## config.mk

```make
export PLATFORM = sky130hd
export DESIGN_NAME = cpt_channel
export DESIGN_NICKNAME = d
export VERILOG_FILES = /design/src/shared/cpt_pkg.sv /design/src/core/cpt_sync.sv /design/src/core/cpt_prescaler.sv /design/src/core/cpt_channel.sv
export SDC_FILE = /design/constraint.sdc
export NUM_CORES = 1
export LEC_CHECK = 0
export BUFFER_PORTS_ARGS = -buffer_cell sky130_fd_sc_hd__buf_2
export CAP_MARGIN = 40
export CORE_ASPECT_RATIO = 1.2
export CORE_MARGIN = 8
export CORE_UTILIZATION = 35
export DETAILED_ROUTE_END_ITERATION = 6
export GPL_ROUTABILITY_DRIVEN = 0
export HOLD_SLACK_MARGIN = 0.05
export SLEW_MARGIN = 10
export SYNTH_ARGS = -nofsm -noshare
export SYNTH_HDL_FRONTEND = slang
export SYNTH_SLANG_ARGS = --single-unit
export TNS_END_PERCENT = 5
```

## constraint.sdc

```tcl
create_clock -name clk -period 3.6 [get_ports clk]
set_input_delay 0 -clock clk [delete_from_list [all_inputs] [get_ports clk]]
set_output_delay 0 -clock clk [all_outputs]
set_load 0.01 [all_outputs]
```

## src/shared/cpt_pkg.sv

```systemverilog
// constants shared by the capture timer channel and its helpers
// assumes a single 100 MHz clock domain and plain control ports
// Functional notes
// - a 16-bit up-counter, interval timer on prescaler or event counter on pin
// - clock select 000 counts rising edges of the external input pin
// - clock select 001 counts on the first prescaler tap
// - both match-invert enables set toggle the flip-flop on either compare match alone; both matching in one step cancel
// - capture-invert enables at 0 leave the flip-flop alone on captures
// - flip-flop control write of 10 clears the flip-flop to 0
// - capture mode 011 latches into capture 0 on paired flip-flop rising
// - paired setup, rise captures into capture 0, fall into capture 1
// - capture mode 010 latches on pin rising into 0, falling into 1
// - every latch into capture 1 raises the capture-1 interrupt
// - every latch into capture 0 raises the capture-0 interrupt
// - mask pattern 101 passes only the compare-1 match interrupt
// - clear-on-match 0 lets the counter run free and wrap
// - counting and captures work only when enabled, flip-flop writes work regardless; run bits 11 start, 00 stop
// - flip-flop control 00 toggles, 01 sets, 10 clears
// - software capture bit written 0 latches the counter into capture 0
// - dma request on enabled match or capture events, blocked when masked
package cpt_pkg;
  localparam int unsigned CPT_W = 16;
  localparam logic [CPT_W-1:0] CPT_CNT_RST = 16'h0000;
  localparam logic [CPT_W-1:0] CPT_CNT_MAX = 16'hffff;
  // count clock selections
  localparam logic [2:0] CPT_CLK_PIN = 3'h0;
  localparam logic [2:0] CPT_CLK_T1 = 3'h1;
  // capture modes
  localparam logic [2:0] CPT_CPM_OFF = 3'h0;
  localparam logic [2:0] CPT_CPM_PIN = 3'h2;
  localparam logic [2:0] CPT_CPM_PAIR = 3'h3;
  // flip-flop control codes
  localparam logic [1:0] CPT_FFC_TOG = 2'h0;
  localparam logic [1:0] CPT_FFC_SET = 2'h1;
  localparam logic [1:0] CPT_FFC_CLR = 2'h2;
  // prescaler: tap n divides the clock by 2**(2n-1), tap one by 2
  // tap seven needs thirteen divider bits to reach its rollover
  localparam int unsigned CPT_PRE_W = 13;
  localparam logic [CPT_PRE_W-1:0] CPT_PRE_RST = 13'h0000;
  localparam logic [CPT_PRE_W-1:0] CPT_PRE_ONE = 13'h0001;
  localparam int unsigned CPT_TAPS = 7;
endpackage : cpt_pkg

```

## src/core/cpt_sync.sv

```systemverilog
// two-stage synchroniser with edge detection on the settled level
// assumes the input is asynchronous to clk
`timescale 1ns/100ps
`default_nettype none
module cpt_sync (
  input wire logic clk,
  input wire logic resetn,
  input wire logic async_in,
  output logic level,
  output logic rise,
  output logic fall
);
  logic meta_r;
  logic sync_r;
  logic last_r;

  // the first stage feeds the second only, edges come from later stages
  always_ff @(posedge clk or negedge resetn) begin
    if (!resetn) begin
      meta_r <= 1'b0;
      sync_r <= 1'b0;
      last_r <= 1'b0;
    end else begin
      meta_r <= async_in;
      sync_r <= meta_r;
      last_r <= sync_r;
    end
  end

  assign level = sync_r;
  assign rise = sync_r & ~last_r;
  assign fall = ~sync_r & last_r;
endmodule : cpt_sync
`default_nettype wire

```

## src/core/cpt_prescaler.sv

```systemverilog
// run-gated prescaler, cleared while stopped, giving one-cycle tick pulses per tap
// assumes run is a level from the same clock domain
`timescale 1ns/100ps
`default_nettype none
module cpt_prescaler (
  input wire logic clk,
  input wire logic resetn,
  input wire logic run,
  output logic [cpt_pkg::CPT_TAPS-1:0] tick
);
  logic [cpt_pkg::CPT_PRE_W-1:0] div_r;
  logic [cpt_pkg::CPT_PRE_W-1:0] div_nxt;

  // stopping the prescaler also clears it so a restart has fixed phase
  assign div_nxt = run ? div_r + cpt_pkg::CPT_PRE_ONE : cpt_pkg::CPT_PRE_RST;

  always_ff @(posedge clk or negedge resetn) begin
    if (!resetn) begin
      div_r <= cpt_pkg::CPT_PRE_RST;
    end else begin
      div_r <= div_nxt;
    end
  end

  // tap k ticks when the low 2k+1 bits roll over to zero
  genvar k;
  generate
    for (k = 0; k < cpt_pkg::CPT_TAPS; k++) begin : g_tap
      localparam int unsigned TB = 2 * k + 1;
      assign tick[k] = run & (div_nxt[TB-1:0] == '0);
    end
  endgenerate
endmodule : cpt_prescaler
`default_nettype wire

```

## src/core/cpt_channel.sv

```systemverilog
// capture timer channel: counter, two compares, two captures, flip-flop
// assumes control fields are quasi-static levels on clk; pins are async
`timescale 1ns/100ps
`default_nettype none
module cpt_channel (
  input wire logic clk,
  input wire logic resetn,
  input wire logic channel_enable_bit,
  input wire logic prescaler_run_bit,
  input wire logic counter_run_bit,
  input wire logic [2:0] count_clock_select,
  input wire logic [2:0] capture_mode_field,
  input wire logic clear_on_match_bit,
  input wire logic software_capture_bit,
  input wire logic invert_on_capture1_enable,
  input wire logic invert_on_capture0_enable,
  input wire logic invert_on_match1_enable,
  input wire logic invert_on_match0_enable,
  input wire logic [1:0] flip_flop_control_field,
  input wire logic flip_flop_control_wr,
  input wire logic overflow_irq_mask,
  input wire logic match1_irq_mask,
  input wire logic match0_irq_mask,
  input wire logic [15:0] compare_reg_0,
  input wire logic [15:0] compare_reg_1,
  input wire logic [2:0] dma_enable,
  input wire logic external_input_pin,
  input wire logic paired_flip_flop,
  output logic [15:0] counter_value,
  output logic [15:0] capture_reg_0,
  output logic [15:0] capture_reg_1,
  output logic timer_output_pin,
  output logic match_interrupt,
  output logic capture0_interrupt,
  output logic capture1_interrupt,
  output logic dma_request
);
  // -------------------------------------------------------------------
  // input synchronisation
  // -------------------------------------------------------------------
  logic pin_rise;
  logic pin_fall;
  logic pair_rise;
  logic pair_fall;
  logic [cpt_pkg::CPT_TAPS-1:0] tick;

  cpt_sync u_pin_sync (
    .clk(clk),
    .resetn(resetn),
    .async_in(external_input_pin),
    .level(),
    .rise(pin_rise),
    .fall(pin_fall)
  );

  // the paired flip-flop may sit in another block, so it is synchronised
  cpt_sync u_pair_sync (
    .clk(clk),
    .resetn(resetn),
    .async_in(paired_flip_flop),
    .level(),
    .rise(pair_rise),
    .fall(pair_fall)
  );

  // -------------------------------------------------------------------
  // prescaler and count clock
  // -------------------------------------------------------------------
  logic pre_run;
  logic cnt_run;
  assign pre_run = channel_enable_bit & prescaler_run_bit;
  assign cnt_run = channel_enable_bit & counter_run_bit;

  cpt_prescaler u_pre (
    .clk(clk),
    .resetn(resetn),
    .run(pre_run),
    .tick(tick)
  );

  logic [2:0] tap_idx;
  logic [cpt_pkg::CPT_TAPS:0] tick_ext;
  logic tap_tick;
  logic count_step;
  assign tap_idx = count_clock_select - cpt_pkg::CPT_CLK_T1;
  // selects 001..111 map onto taps one to seven; the pin code wraps to
  // the spare top bit, held low so the index never runs off the end
  assign tick_ext = {1'b0, tick};
  assign tap_tick = tick_ext[tap_idx];
  assign count_step = cnt_run & ((count_clock_select ==
    cpt_pkg::CPT_CLK_PIN) ? pin_rise : tap_tick);

  // -------------------------------------------------------------------
  // up-counter
  // -------------------------------------------------------------------
  logic [15:0] cnt_r;
  logic [15:0] cnt_nxt;
  logic match0;
  logic match1;
  logic overflow;

  // compares fire on the step that lands on the value, once per hit
  assign match0 = count_step & (cnt_nxt == compare_reg_0);
  assign match1 = count_step & (cnt_nxt == compare_reg_1);
  assign overflow = count_step & (cnt_r == cpt_pkg::CPT_CNT_MAX);

  logic [15:0] cnt_inc;
  assign cnt_inc = cnt_r + 16'h0001; // wraps when left free
  assign cnt_nxt = !count_step ? cnt_r :
    (clear_on_match_bit && cnt_r == compare_reg_1) ?
    cpt_pkg::CPT_CNT_RST : cnt_inc;

  always_ff @(posedge clk or negedge resetn) begin
    if (!resetn) begin
      cnt_r <= cpt_pkg::CPT_CNT_RST;
    end else begin
      cnt_r <= cnt_nxt;
    end
  end

  // -------------------------------------------------------------------
  // capture events
  // -------------------------------------------------------------------
  logic sw_cap_last_r;
  logic sw_cap;
  logic cap0_ev;
  logic cap1_ev;
  logic mode_pin;
  logic mode_pair;

  // only the falling write of the software bit captures, a held 0 does not
  assign sw_cap = sw_cap_last_r & ~software_capture_bit;
  assign mode_pin = capture_mode_field == cpt_pkg::CPT_CPM_PIN;
  assign mode_pair = capture_mode_field == cpt_pkg::CPT_CPM_PAIR;
  assign cap0_ev = channel_enable_bit & (sw_cap | (mode_pin & pin_rise)
    | (mode_pair & pair_rise));
  assign cap1_ev = channel_enable_bit & ((mode_pin & pin_fall)
    | (mode_pair & pair_fall));

  logic [15:0] cap0_r;
  logic [15:0] cap1_r;

  // captures hold until their own next event
  always_ff @(posedge clk or negedge resetn) begin
    if (!resetn) begin
      sw_cap_last_r <= 1'b1;
      cap0_r <= cpt_pkg::CPT_CNT_RST;
      cap1_r <= cpt_pkg::CPT_CNT_RST;
    end else begin
      sw_cap_last_r <= software_capture_bit;
      if (cap0_ev) begin
        cap0_r <= cnt_r;
      end
      if (cap1_ev) begin
        cap1_r <= cnt_r;
      end
    end
  end

  // -------------------------------------------------------------------
  // output flip-flop
  // -------------------------------------------------------------------
  logic ff_r;
  logic ff_nxt;
  logic ff_toggle;

  // trigger inversion only on enabled sources
  assign ff_toggle = (invert_on_match0_enable & match0)
    ^ (invert_on_match1_enable & match1)
    ^ (invert_on_capture0_enable & cap0_ev)
    ^ (invert_on_capture1_enable & cap1_ev);

  // a software write of 00, 01 or 10 outranks hardware triggers in the same cycle
  assign ff_nxt = !flip_flop_control_wr ? ff_r ^ ff_toggle :
    (flip_flop_control_field == cpt_pkg::CPT_FFC_TOG) ? ~ff_r :
    (flip_flop_control_field == cpt_pkg::CPT_FFC_SET) ? 1'b1 :
    (flip_flop_control_field == cpt_pkg::CPT_FFC_CLR) ? 1'b0 :
    ff_r ^ ff_toggle;

  always_ff @(posedge clk or negedge resetn) begin
    if (!resetn) begin
      ff_r <= 1'b0; // undefined on paper, pinned low here
    end else begin
      ff_r <= ff_nxt;
    end
  end

  // -------------------------------------------------------------------
  // interrupts and dma request, all one-cycle pulses from flops
  // -------------------------------------------------------------------
  logic match_irq;
  logic [2:0] dma_src;
  assign match_irq = (match0 & ~match0_irq_mask) | (match1 & ~match1_irq_mask)
    | (overflow & ~overflow_irq_mask);
  // dma bit 0 match, bit 1 capture 0, bit 2 capture 1
  assign dma_src = {cap1_ev, cap0_ev, match_irq} & dma_enable;

  logic match_irq_r;
  logic cap0_irq_r;
  logic cap1_irq_r;
  logic dma_r;

  always_ff @(posedge clk or negedge resetn) begin
    if (!resetn) begin
      match_irq_r <= 1'b0;
      cap0_irq_r <= 1'b0;
      cap1_irq_r <= 1'b0;
      dma_r <= 1'b0;
    end else begin
      match_irq_r <= match_irq;
      cap0_irq_r <= cap0_ev;
      cap1_irq_r <= cap1_ev;
      dma_r <= |dma_src;
    end
  end

  assign counter_value = cnt_r;
  assign capture_reg_0 = cap0_r;
  assign capture_reg_1 = cap1_r;
  assign timer_output_pin = ff_r;
  assign match_interrupt = match_irq_r;
  assign capture0_interrupt = cap0_irq_r;
  assign capture1_interrupt = cap1_irq_r;
  assign dma_request = dma_r;
endmodule : cpt_channel
`default_nettype wire

```

# --- Word level (Yosys, flattened, before mapping) ---
# Cells that the tools add are included.
classes:
  addsub: 3
  magnitude_cmp: 1
  n_eq_ne: 8
  n_mux: 10
  n_bitwise: 51
  n_reduce_logical: 10
op_table:
  columns: ["op", "n"]
  rows:
  - ["$eq A16 B16 Y1", 3]
  - ["$mux W16", 2]
  - ["$and A1 B1 Y1", 31]
  - ["$add A16 B1 Y16 const B", 1]
  - ["$eq A16 B16 Y1 const B", 1]
  - ["$add A13 B1 Y13 const B", 1]
  - ["$logic_not A13 Y1", 1]
  - ["$mux W13", 1]
  - ["$logic_not A11 Y1", 1]
  - ["$not A1 Y1", 10]
  - ["$logic_not A9 Y1", 1]
  - ["$logic_not A7 Y1", 1]
  - ["$eq A3 B2 Y1 const B", 2]
  - ["$logic_not A3 Y1", 2]
  - ["$mux W1", 6]
  - ["$logic_not A5 Y1", 1]
  - ["$or A1 B1 Y1", 5]
  - ["$lt A3 B4 Y1 const B", 1]
  - ["$xor A1 B1 Y1", 4]
  - ["$and A3 B3 Y3", 1]
  - ["$bmux W1 S3", 1]
  - ["$reduce_or A3 Y1", 1]
  - ["$sub A3 B1 Y3 const B", 1]
  - ["$eq A2 B1 Y1 const B", 1]
  - ["other kinds (3)", 3]
word_totals:
  register_bits: 73

# --- Longest topological paths before layout ---
# Gate-level depths: netlist of run 1.
logic_depth:
  ltp_word: 20
  depth_mapped: 17

# --- Modules after synthesis ---
# From an unflattened synthesis of run 1, not the netlist that was laid out.
unflattened:
  hier_cells: 578
  area_unflattened_um2: 5147.4
by_module_without_submodules:
  columns: ["mod", "instances", "cells_each", "area_each_um2"]
  rows:
  - ["cpt_channel", 1, 485, 4137.7]
  - ["cpt_prescaler", 1, 83, 829.5]
  - ["cpt_sync", 2, 5, 90.1]

# --- Worst setup path after synthesis of run 1 ---
# OpenSTA, ideal clock, no wires.
synth_timing:
  kind: "register -> register"
  start: "register u_pre.div_r[0] (netlist bit)"
  end: "register ff_r, in the netlist timer_output_pin"
  setup_ns: 0.123
  arrival_ns: 3.323
  t_required_ns: 3.477
  path_slack_ns: 0.155
  stages_incl_launch_ff: 17
  path_buffers: 2
  synth_period_minus_slack_ns: 3.445
  path_cell_list: "dfrtp_1 > ha_1 > buf_2 > and3_1 > a31oi_1 > o311ai_1 > o31a_1 > a21o_2 > clkbuf_8 > o2111ai_1 > a21bo_2 > xor2_1 > nor4_2 > nand2_1 > nor4b_2 > xnor2_1 > o21ai_1"
synth_via:
  elab_chain_cells: 20
synth_lines:
  columns: ["element", "line", "text"]
  rows:
  - ["start, declared", "cpt_prescaler.sv:11", "logic [cpt_pkg::CPT_PRE_W-1:0] div_r;"]
  - ["start signal, assigned", "cpt_prescaler.sv:19", "div_r <= cpt_pkg::CPT_PRE_RST;"]
  - ["start signal, assigned", "cpt_prescaler.sv:21", "div_r <= div_nxt;"]
  - ["$add A13 B1 Y13 (*)", "cpt_prescaler.sv:15", "assign div_nxt = run ? div_r + cpt_pkg::CPT_PRE_ONE : cpt_pkg::CPT_PRE_RST;"]
  - ["$mux W13 (*)", "cpt_prescaler.sv:15", null]
  - ["$logic_not A13 Y1, or another cell as far along", "cpt_prescaler.sv:30", "assign tick[k] = run & (div_nxt[TB-1:0] == '0);"]
  - ["$and A1 B1 Y1", "cpt_prescaler.sv:30", null]
  - ["$bmux W1 S3 (*)", "cpt_channel.sv:89", "assign tap_tick = tick_ext[tap_idx];"]
  - ["$mux W1 (not written as such) (*)", "cpt_channel.sv:89", null]
  - ["$mux W1 (*)", "cpt_channel.sv:91", "cpt_pkg::CPT_CLK_PIN) ? pin_rise : tap_tick);"]
  - ["$and A1 B1 Y1 (*)", "cpt_channel.sv:90", "assign count_step = cnt_run & ((count_clock_select =="]
  - ["[... 1 more ...]", null, null]
  - ["net cnt_nxt[15]", "cpt_channel.sv:97", "logic [15:0] cnt_nxt;"]
  - ["[... 4 more ...]", null, null]
  - ["$xor A1 B1 Y1 (*)", "cpt_channel.sv:170", "^ (invert_on_capture0_enable & cap0_ev)"]
  - ["$xor A1 B1 Y1 (*)", "cpt_channel.sv:171", "^ (invert_on_capture1_enable & cap1_ev);"]
  - ["$xor A1 B1 Y1 (*)", "cpt_channel.sv:174, cpt_channel.sv:178", null]
  - ["$mux W1", "cpt_channel.sv:177", "(flip_flop_control_field == cpt_pkg::CPT_FFC_CLR) ? 1'b0 :"]
  - ["$mux W1", "cpt_channel.sv:176", "(flip_flop_control_field == cpt_pkg::CPT_FFC_SET) ? 1'b1 :"]
  - ["$mux W1", "cpt_channel.sv:175", "(flip_flop_control_field == cpt_pkg::CPT_FFC_TOG) ? ~ff_r :"]
  - ["$mux W1 (*)", "cpt_channel.sv:174", "assign ff_nxt = !flip_flop_control_wr ? ff_r ^ ff_toggle :"]
  - ["net ff_nxt", "cpt_channel.sv:164", "logic ff_nxt;"]
  - ["end signal, assigned", "cpt_channel.sv:184", "ff_r <= ff_nxt;"]
  - ["end, declared", "cpt_channel.sv:163", "logic ff_r;"]
# The timed path passes the listed nets; every way through them passes the cells marked *. The select of a mux whose other input is x is not followed.
# A chain may end at the register's enable or synchronous reset.

# --- Worst setup path in the final report of run 1 ---
layout_timing:
  start: "register u_pre.div_r[4] (netlist bit)"
  end: "register dma_r, in the netlist dma_request"
layout_via:
  elab_chain_cells: 16
layout_lines:
  columns: ["element", "line", "text"]
  rows:
  - ["$add A13 B1 Y13 (*)", "cpt_prescaler.sv:15", null]
  - ["$mux W13 (*)", "cpt_prescaler.sv:15", null]
  - ["$logic_not A13 Y1, or another cell as far along", "cpt_prescaler.sv:30", null]
  - ["$and A1 B1 Y1", "cpt_prescaler.sv:30", null]
  - ["$bmux W1 S3 (*)", "cpt_channel.sv:89", null]
  - ["$mux W1 (not written as such) (*)", "cpt_channel.sv:89", null]
  - ["$mux W1 (*)", "cpt_channel.sv:91", null]
  - ["$and A1 B1 Y1 (*)", "cpt_channel.sv:90", null]
  - ["$mux W16", "cpt_channel.sv:109", "assign cnt_nxt = !count_step ? cnt_r :"]
  - ["$eq A16 B16 Y1 (on tied branches)", "cpt_channel.sv:103, cpt_channel.sv:104", null]
  - ["$and A1 B1 Y1 (on tied branches)", "cpt_channel.sv:103, cpt_channel.sv:104", null]
  - ["$and A1 B1 Y1", "cpt_channel.sv:193", "assign match_irq = (match0 & ~match0_irq_mask) | (match1 & ~match1_irq_mask)"]
  - ["$or A1 B1 Y1", "cpt_channel.sv:193", null]
  - ["$or A1 B1 Y1 (*)", "cpt_channel.sv:194", "| (overflow & ~overflow_irq_mask);"]
  - ["net match_irq", "cpt_channel.sv:191", "logic match_irq;"]
  - ["$and A3 B3 Y3 (*)", "cpt_channel.sv:196", "assign dma_src = {cap1_ev, cap0_ev, match_irq} & dma_enable;"]
  - ["$reduce_or A3 Y1 (*)", "cpt_channel.sv:213", "dma_r <= |dma_src;"]
  - ["end signal, assigned", "cpt_channel.sv:213", null]
  - ["end, declared", "cpt_channel.sv:201", "logic dma_r;"]
# Marked as above.

==> out/metrics.cfg, run 1 <==
[min_path]
min_path_type = input port to register
hold_path_depth = 3
min-delay-start = flip_flop_control_wr
hold_end = timer_output_pin

[yosys]
synth_edf_count = 0
syn_avg_cell_area_um2 = 9.21
ys_dominant_reg_cell = dfrtp_1
synth.distinct_cells = 77
synth_cells = 501
synthesis.area_mm2 = 0.00461
yosys_register_bits = 73
synth_warnings = 0
yosysSeqAreaShare = 0.396
syn_nets = 565
synth_async_sr_flop_share = 1.00

[floorplanning]
fp-row-count = 46
die_y_um = 142
design.core.area_mm2 = 0.0131
start_util = 0.353
die_area_mm2 = 0.0171
io_pins = 113
die_w_um = 121

[setup_path]
path_cells = nand4_1, buf_4, nor2_1, mux2i_1, a221oi_2, nor4_4, buf_4, o211ai_4, or3_1, a21oi_1, nand4bb_2, nor3_1, a31oi_1, o21ai_1, buf_4, a221o_1
cpMaxStageDelayCell = or3_1
critPathTopFamily = simple AND/OR/NAND/NOR gates
cp_common_cell = buf_4
cp_data_required_time_ns = 3.81
worstSetupStartpointType = register
reg2regPathDepth = 16
cpPeakStageDelay_ns = 0.42
rrSetupSlack_ns = -0.1
critical_path_arrival_ns = 3.91
r2r-end = dma_request
endpoint_kind = register
criticalPathCategory = register to register
path_buf_inv = 3
cp_max_fo = 10
reg2reg_from = u_pre.div_r[4]

[timing]
finalHoldViolations = 0
fin_setup_tns_ns = -0.192
relSlewSlack = 0.528
clock_skew_ns = 0.00495
setup_viol = 2
max_freq_ghz = 0.270
fin_hold_ws_ns = 0.0396
rsz0062_at_grt = yes
post-route-period-util = 1.03
fin_crit_ns = 3.70
fin_ws_ns = -0.0978
worstMarginPinSlew_ns = 0.709
slew_viol_final = 0

[pwr]
leakagePower_nw = 2.91
power.density_mw_per_mm2 = 440
ir_drop_mv = 0.171

[finish]
nNetsFinal = 729
fillers = 1285
antenna_cells = 0
area_growth_pct = 34.6
drive_gt1_frac = 0.364
final_area_mm2 = 0.00621
final_cells = 838

[clock_tree]
h-tree-depth = 3
clkSlewWorstSetupHoldPaths_ns = 0.05
cts_made_buffers = 9
clock-sinks = 73
cts_root_buf = clkbuf_16
clockBufferDepth = 2
clock_latency_ns = 0.33
cts_tree = built

[routing]
first_iter_violations = 259
via_count = 4450
drc = 0
dr.pass1.iters = 5
wirelength_um = 15500
wl_per_cell_um = 18.5
viasPerCell = 5.31
ant_nets = 0

[place]
dpl.hpwl_um = 11900
io_buffers = 112
place_area_mm2 = 0.00561
place_inst = 805
dp_slack_ns = -0.181

[grt]
antenna_found_initial = 0
grt_overflow = 0
grt_pass1_wl_um = 24200
grtUsageTotal = 0.180
grt_max_degree = 43
grt_pass1_vias = 4572

[outcome]
status = complete, but fails checks
violations = setup timing

[job]
max_cap_violations = 0

## sequential cells by signal (all words and copies together), names as in the netlist
register and count:
u_pair_sync.level 1, timer_output_pin 1, capture1_interrupt 1, u_pair_sync.last_r 1, u_pre.div_r 13, dma_request 1, sw_cap_last_r 1, u_pin_sync.level 1
u_pin_sync.meta_r 1, capture0_interrupt 1, u_pair_sync.meta_r 1, match_interrupt 1, capture_reg_1 16, capture_reg_0 16, counter_value 16, u_pin_sync.last_r 1
## per-layer routing
layer / global-route usage / wire length [um] / vias up / part of all wire
met4: 0.0797 / 479 / 0 / 0.031
met5: 0 / 0 / - / 0
met2: 0.301 / 7610 / 169 / 0.49
li1: - / - / 2094 / -
met1: 0.218 / 6620 / 2154 / 0.43
met3: 0.0362 / 769 / 33 / 0.050
## layout make-up
type / count / area, um^2 / area share
Multi-Input combinational cell: 383 / 2630 / 0.423
Sequential cell: 73 / 1830 / 0.295
Timing Repair Buffer: 183 / 1140 / 0.184
Clock buffer: 12 / 267 / 0.0429
Tap cell: 168 / 210 / 0.0339
Clock inverter: 4 / 73.8 / 0.0119
Inverter: 15 / 56.3 / 0.00907
## stage by stage
step	util	total power [mW]
after floorplan	-	1.42
after global placement	0.428	1.70
after detailed placement	0.429	1.72
after CTS	0.469	2.76
after global routing	0.475	2.87
final	0.475	2.73
## cells in the mapped netlist, types with 10 or more instances
cell type   n  area, um^2
nor4_1     11        68.8
nand2_1    88         330
clkbuf_1   14        52.6
inv_1      14        52.6
a21oi_1    10        50.1
mux2_2     16         180
xnor2_1    36         315
xor2_1     23         201
nor2_1     26        97.6
o21ai_0    16        80.1
nand4_1    10        62.6
dfrtp_1    72        1800
nand3_1    14        70.1
## cell families (layout without fill, tap and decap cells)
kind of cell	Yosys count	after routing	share of synthesized area
fa+ha+maj	4	4	0.0109
xor+xnor	59	59	0.112
buf+inv	45	214	0.0559
flops	73	73	0.396
mux	22	22	0.0521
compound gates	86	86	0.136
simple gates	212	212	0.236
## tightest hold or removal path, stage by stage
cell,delay [ns]
buf_2,0.09
and2b_1,0.16
o21ai_1,0.07
## placed cells by master (no fill, tap or decap), types with 8 or more instances in the layout
cell           count
buf_2            111
nand2_1           88
dfrtp_1           69
buf_4             58
xnor2_1           35
nor2_1            25
xor2_1            23
mux2_2            16
inv_1             14
o21ai_0           14
nand3_1           13
nand4_1           10
a21oi_1           10
dlygate4sd3_1     10
clkbuf_16          9
and2_1             8
nor4_1             8
and3_1             8
## power breakdown
part           internal (mW)  switching, mW
sequential             0.918         0.0608
combinational          0.326          0.429
clock                  0.663          0.337
## worst max-delay path by stage
stage / slack [ns] / cells after the start / end / start
after floorplan: 0.15 / 16 / timer_output_pin / u_pre.div_r[0]
after global placement: -0.05 / 14 / timer_output_pin / counter_value[0]
after detailed placement: -0.18 / 15 / timer_output_pin / u_pre.div_r[1]
after CTS: 0.003 / 16 / timer_output_pin / counter_value[5]
after global routing: -0.25 / 17 / timer_output_pin / u_pre.div_r[4]
final: -0.1 / 16 / dma_request / u_pre.div_r[4]
## what timing repair did
| item | 4_1_cts | 5_1_grt |
|---|---|---|
| setup endpoints to repair | 3 | 3 |
| pin swaps | 10 | 7 |
| hold endpoints to repair | 78 | 0 |
| buffers inserted | 1 | 6 |
| resized for setup | 14 | 10 |
| hold buffers | 10 | 0 |
No activity file was read; power rests on OpenSTA's default activity.
==> run 2: changes to the inputs <==
SYNTH_HIERARCHICAL = 1   (was unset)
clock period = 4.51 ns   (was 3.6 ns; I/O delays follow)
==> out/metrics.cfg, run 2 <==
[yosys]
syn_avg_cell_area_um2 = 8.91  ; -3.3%
synth_top_family_by_area = simple AND/OR/NAND/NOR gates
synth.distinct_cells = 84  ; +9.1%
ys_dominant_reg_cell = dfrtp_1
synth_async_sr_flop_share = 1.00  ; unchanged
yosysSeqAreaShare = 0.355  ; -0.0412
synth.most_common_cell = nand2_1
synth_warnings = 6  ; +6
synth_compound_area_frac = 0.164  ; +0.0274
yosysTopAreaCellShare = 0.350  ; -0.0406
ys_top_cells_by_area = dfrtp_1, nand2_1, xnor2_1, mux2_2, o21ai_0
synth_adder_area_share = 0.00972  ; -0.00113
synth-xor-area-share = 0.0617  ; -0.0503
synth_common_cells = nand2_1, dfrtp_1, o21ai_0, nor2_1, nand3_1
synthesis.area_mm2 = 0.00515  ; +12%
yosys_register_bits = 73  ; unchanged
synth_edf_count = 0  ; unchanged
syn_nets = 642  ; +14%
synthMuxAreaShare = 0.0530  ; +0.000901
synthSimpleGateAreaFrac = 0.300  ; +0.0641
synth_top_area_cell = dfrtp_1
synth_cells = 578  ; +15%

[clock_tree]
clock-sinks = 73  ; unchanged
cts_root_buf = clkbuf_16
h-tree-depth = 3  ; unchanged
clkSlewWorstSetupHoldPaths_ns = 0.06  ; about the same
cts_tree = built
clock_latency_ns = 0.34  ; about the same
cts_made_buffers = 9  ; unchanged
clockBufferDepth = 2  ; unchanged

[finish]
final_cell_mix = buf_2, nand2_1, dfrtp_1, o21ai_0, nor2_1
final_cells = 881  ; +5.1%
drive_gt1_frac = 0.309  ; -0.0554
mostFrequentLayoutCell = buf_2
nNetsFinal = 765  ; +4.9%
antenna_cells = 0  ; unchanged
postLayoutCoreUtil = 0.450  ; -0.0252
area_growth_pct = 26.0

[floorplanning]
start_util = 0.357  ; +0.00412
design.core.area_mm2 = 0.0144  ; +10%
die_w_um = 127  ; +4.9%
die_area_mm2 = 0.0189  ; +10%
die_y_um = 149  ; +5.0%
fp-row-count = 48  ; +4.3%
io_pins = 113  ; unchanged

[outcome]
status = finished, final reports clean

[routing]
wl_per_cell_um = 19.9  ; +7.7%
met2WireLength_um = 8490  ; +11%
via_count = 5102  ; +15%
ant_nets = 0  ; unchanged
first_iter_violations = 501  ; +93%
highest_layer = met4
met3_wirelength_um = 1610  ; +110%
viasPerCell = 5.79  ; +9.1%
drc = 0  ; unchanged
wl_met1_um = 6800  ; +2.8%
dr.pass1.iters = 5  ; unchanged
wirelength_um = 17500  ; +13%

[timing]
relSlewSlack = 0.528  ; about the same
setup_viol = 0  ; -2
fin_crit_ns = 4.36  ; +0.658 ns
max_freq_ghz = 0.230  ; -15%
post-route-period-util = 0.966  ; -0.0613
finalHoldViolations = 0  ; unchanged
fin_setup_tns_ns = 0  ; +0.192 ns
slew_viol_final = 0  ; unchanged
worstMarginPinSlew_ns = 0.708  ; -0.000176 ns
clock_skew_ns = 0.00693  ; +0.00198 ns

[grt]
grt_pass1_wl_um = 27400  ; +13%
antenna_found_initial = 0  ; unchanged
grt_max_degree = 43  ; unchanged
grt_pass1_vias = 5194  ; +14%
grt_overflow = 0  ; unchanged
grtUsageTotal = 0.184  ; +0.00432

[setup_path]
endpoint_kind = register
reg2reg_from = u_pre/div_r[5]
critical_path_arrival_ns = 4.63  ; +0.72 ns
rrSetupSlack_ns = 0.15  ; +0.25 ns
reg2regPathDepth = 15  ; -1
r2r-end = dma_request
cp_max_fo = 17  ; +7
cp_data_required_time_ns = 4.79  ; +0.98 ns
criticalPathCategory = register to register
worstSetupStartpointType = register

[place]
io_buffers = 112  ; unchanged
place_inst = 851  ; +5.7%
dpl.hpwl_um = 13200  ; +11%

[pwr]
power.density_mw_per_mm2 = 349  ; -21%
finalPower_mw = 2.26  ; -17%
ir_drop_mv = 0.199  ; +16%
leakagePower_nw = 2.98  ; +2.4%

[job]
max_cap_violations = 0  ; unchanged

[min_path]
min_path_type = input port to asynchronous set/reset pin

-- run 2: per-stage QoR --
| stage | instance area (um^2) | worst slack [ns] | hold slack, ns |
|---|---|---|---|
| after floorplan | 5150 | 0.176 | -0.296 |
| after global placement | 5900 | 0.0745 | 0.110 |
| after detailed placement | 5920 | 0.0278 | -0.0279 |
| after CTS | 6390 | 0.0116 | 0.142 |
| after global routing | 6490 | -0.0320 | 0.153 |
| final | 6490 | 0.154 | 0.146 |
-- run 2: metal layers --
layer | track usage | vias up
met5 | 0 | -
met4 | 0.0906 | 0
met3 | 0.0476 | 54
met2 | 0.312 | 259
met1 | 0.212 | 2453
li1 | - | 2336
-- run 2: cell type report --
cell class              count  area (um^2)
multi-input cells         448         3110
flip-flops and latches     73         1830
clock buffers               9          225
repair buffers            150          905
fillers                  1387         7930
clock inverters             7          124
inverters                  19         71.3
well taps                 175          219
-- run 2: how the worst max path moves through the flow --
stage | endpoint | slack [ns] | start
2_1_floorplan | timer_output_pin | 0.18 | u_pre/div_r[0]
3_3_place_gp | timer_output_pin | 0.07 | u_pre/div_r[1]
3_5_place_dp | timer_output_pin | 0.03 | u_pre/div_r[1]
4_1_cts | dma_request | 0.01 | u_pre/div_r[1]
5_1_grt | timer_output_pin | -0.03 | u_pre/div_r[5]
6_report | dma_request | 0.15 | u_pre/div_r[5]
-- run 2: timing repair --
item	in CTS	in global routing
hold endpoints to repair	78	0
setup buffers	0	3
setup endpoints to repair	1	3
gates resized for setup	1	15
pin swaps	0	4
hold buffers	11	0
-- run 2: kinds of logic (layout without fill, tap and decap cells) --
kind of cell    after synthesis  after routing
simple gates                269            269
buf+inv                      57            185
compound gates              118            118
mux                          24             24
fa+ha+maj                     4              4
xor+xnor                     33             33
flops                        73             73
-- run 2: power by group --
group          switching (mW)  internal [mW]
sequential             0.0869          0.724
combinational           0.345          0.262
clock                   0.297          0.546
total                   0.729           1.53
-- run 2: worst max-delay path: stages, from the launching register on --
cell and delay [ns]:
dfrtp_2 0.42, or2b_1 0.29, o41ai_4 0.37, nor3b_2 0.09, a211o_1 0.33, nor4b_4 0.21, mux2i_1 0.11, o221a_4 0.30
or3_4 0.41, buf_12 0.17, or3_1 0.36, o2111ai_2 0.09, or4b_4 0.51, nor4_1 0.30, a211o_1 0.18, a221o_1 0.13
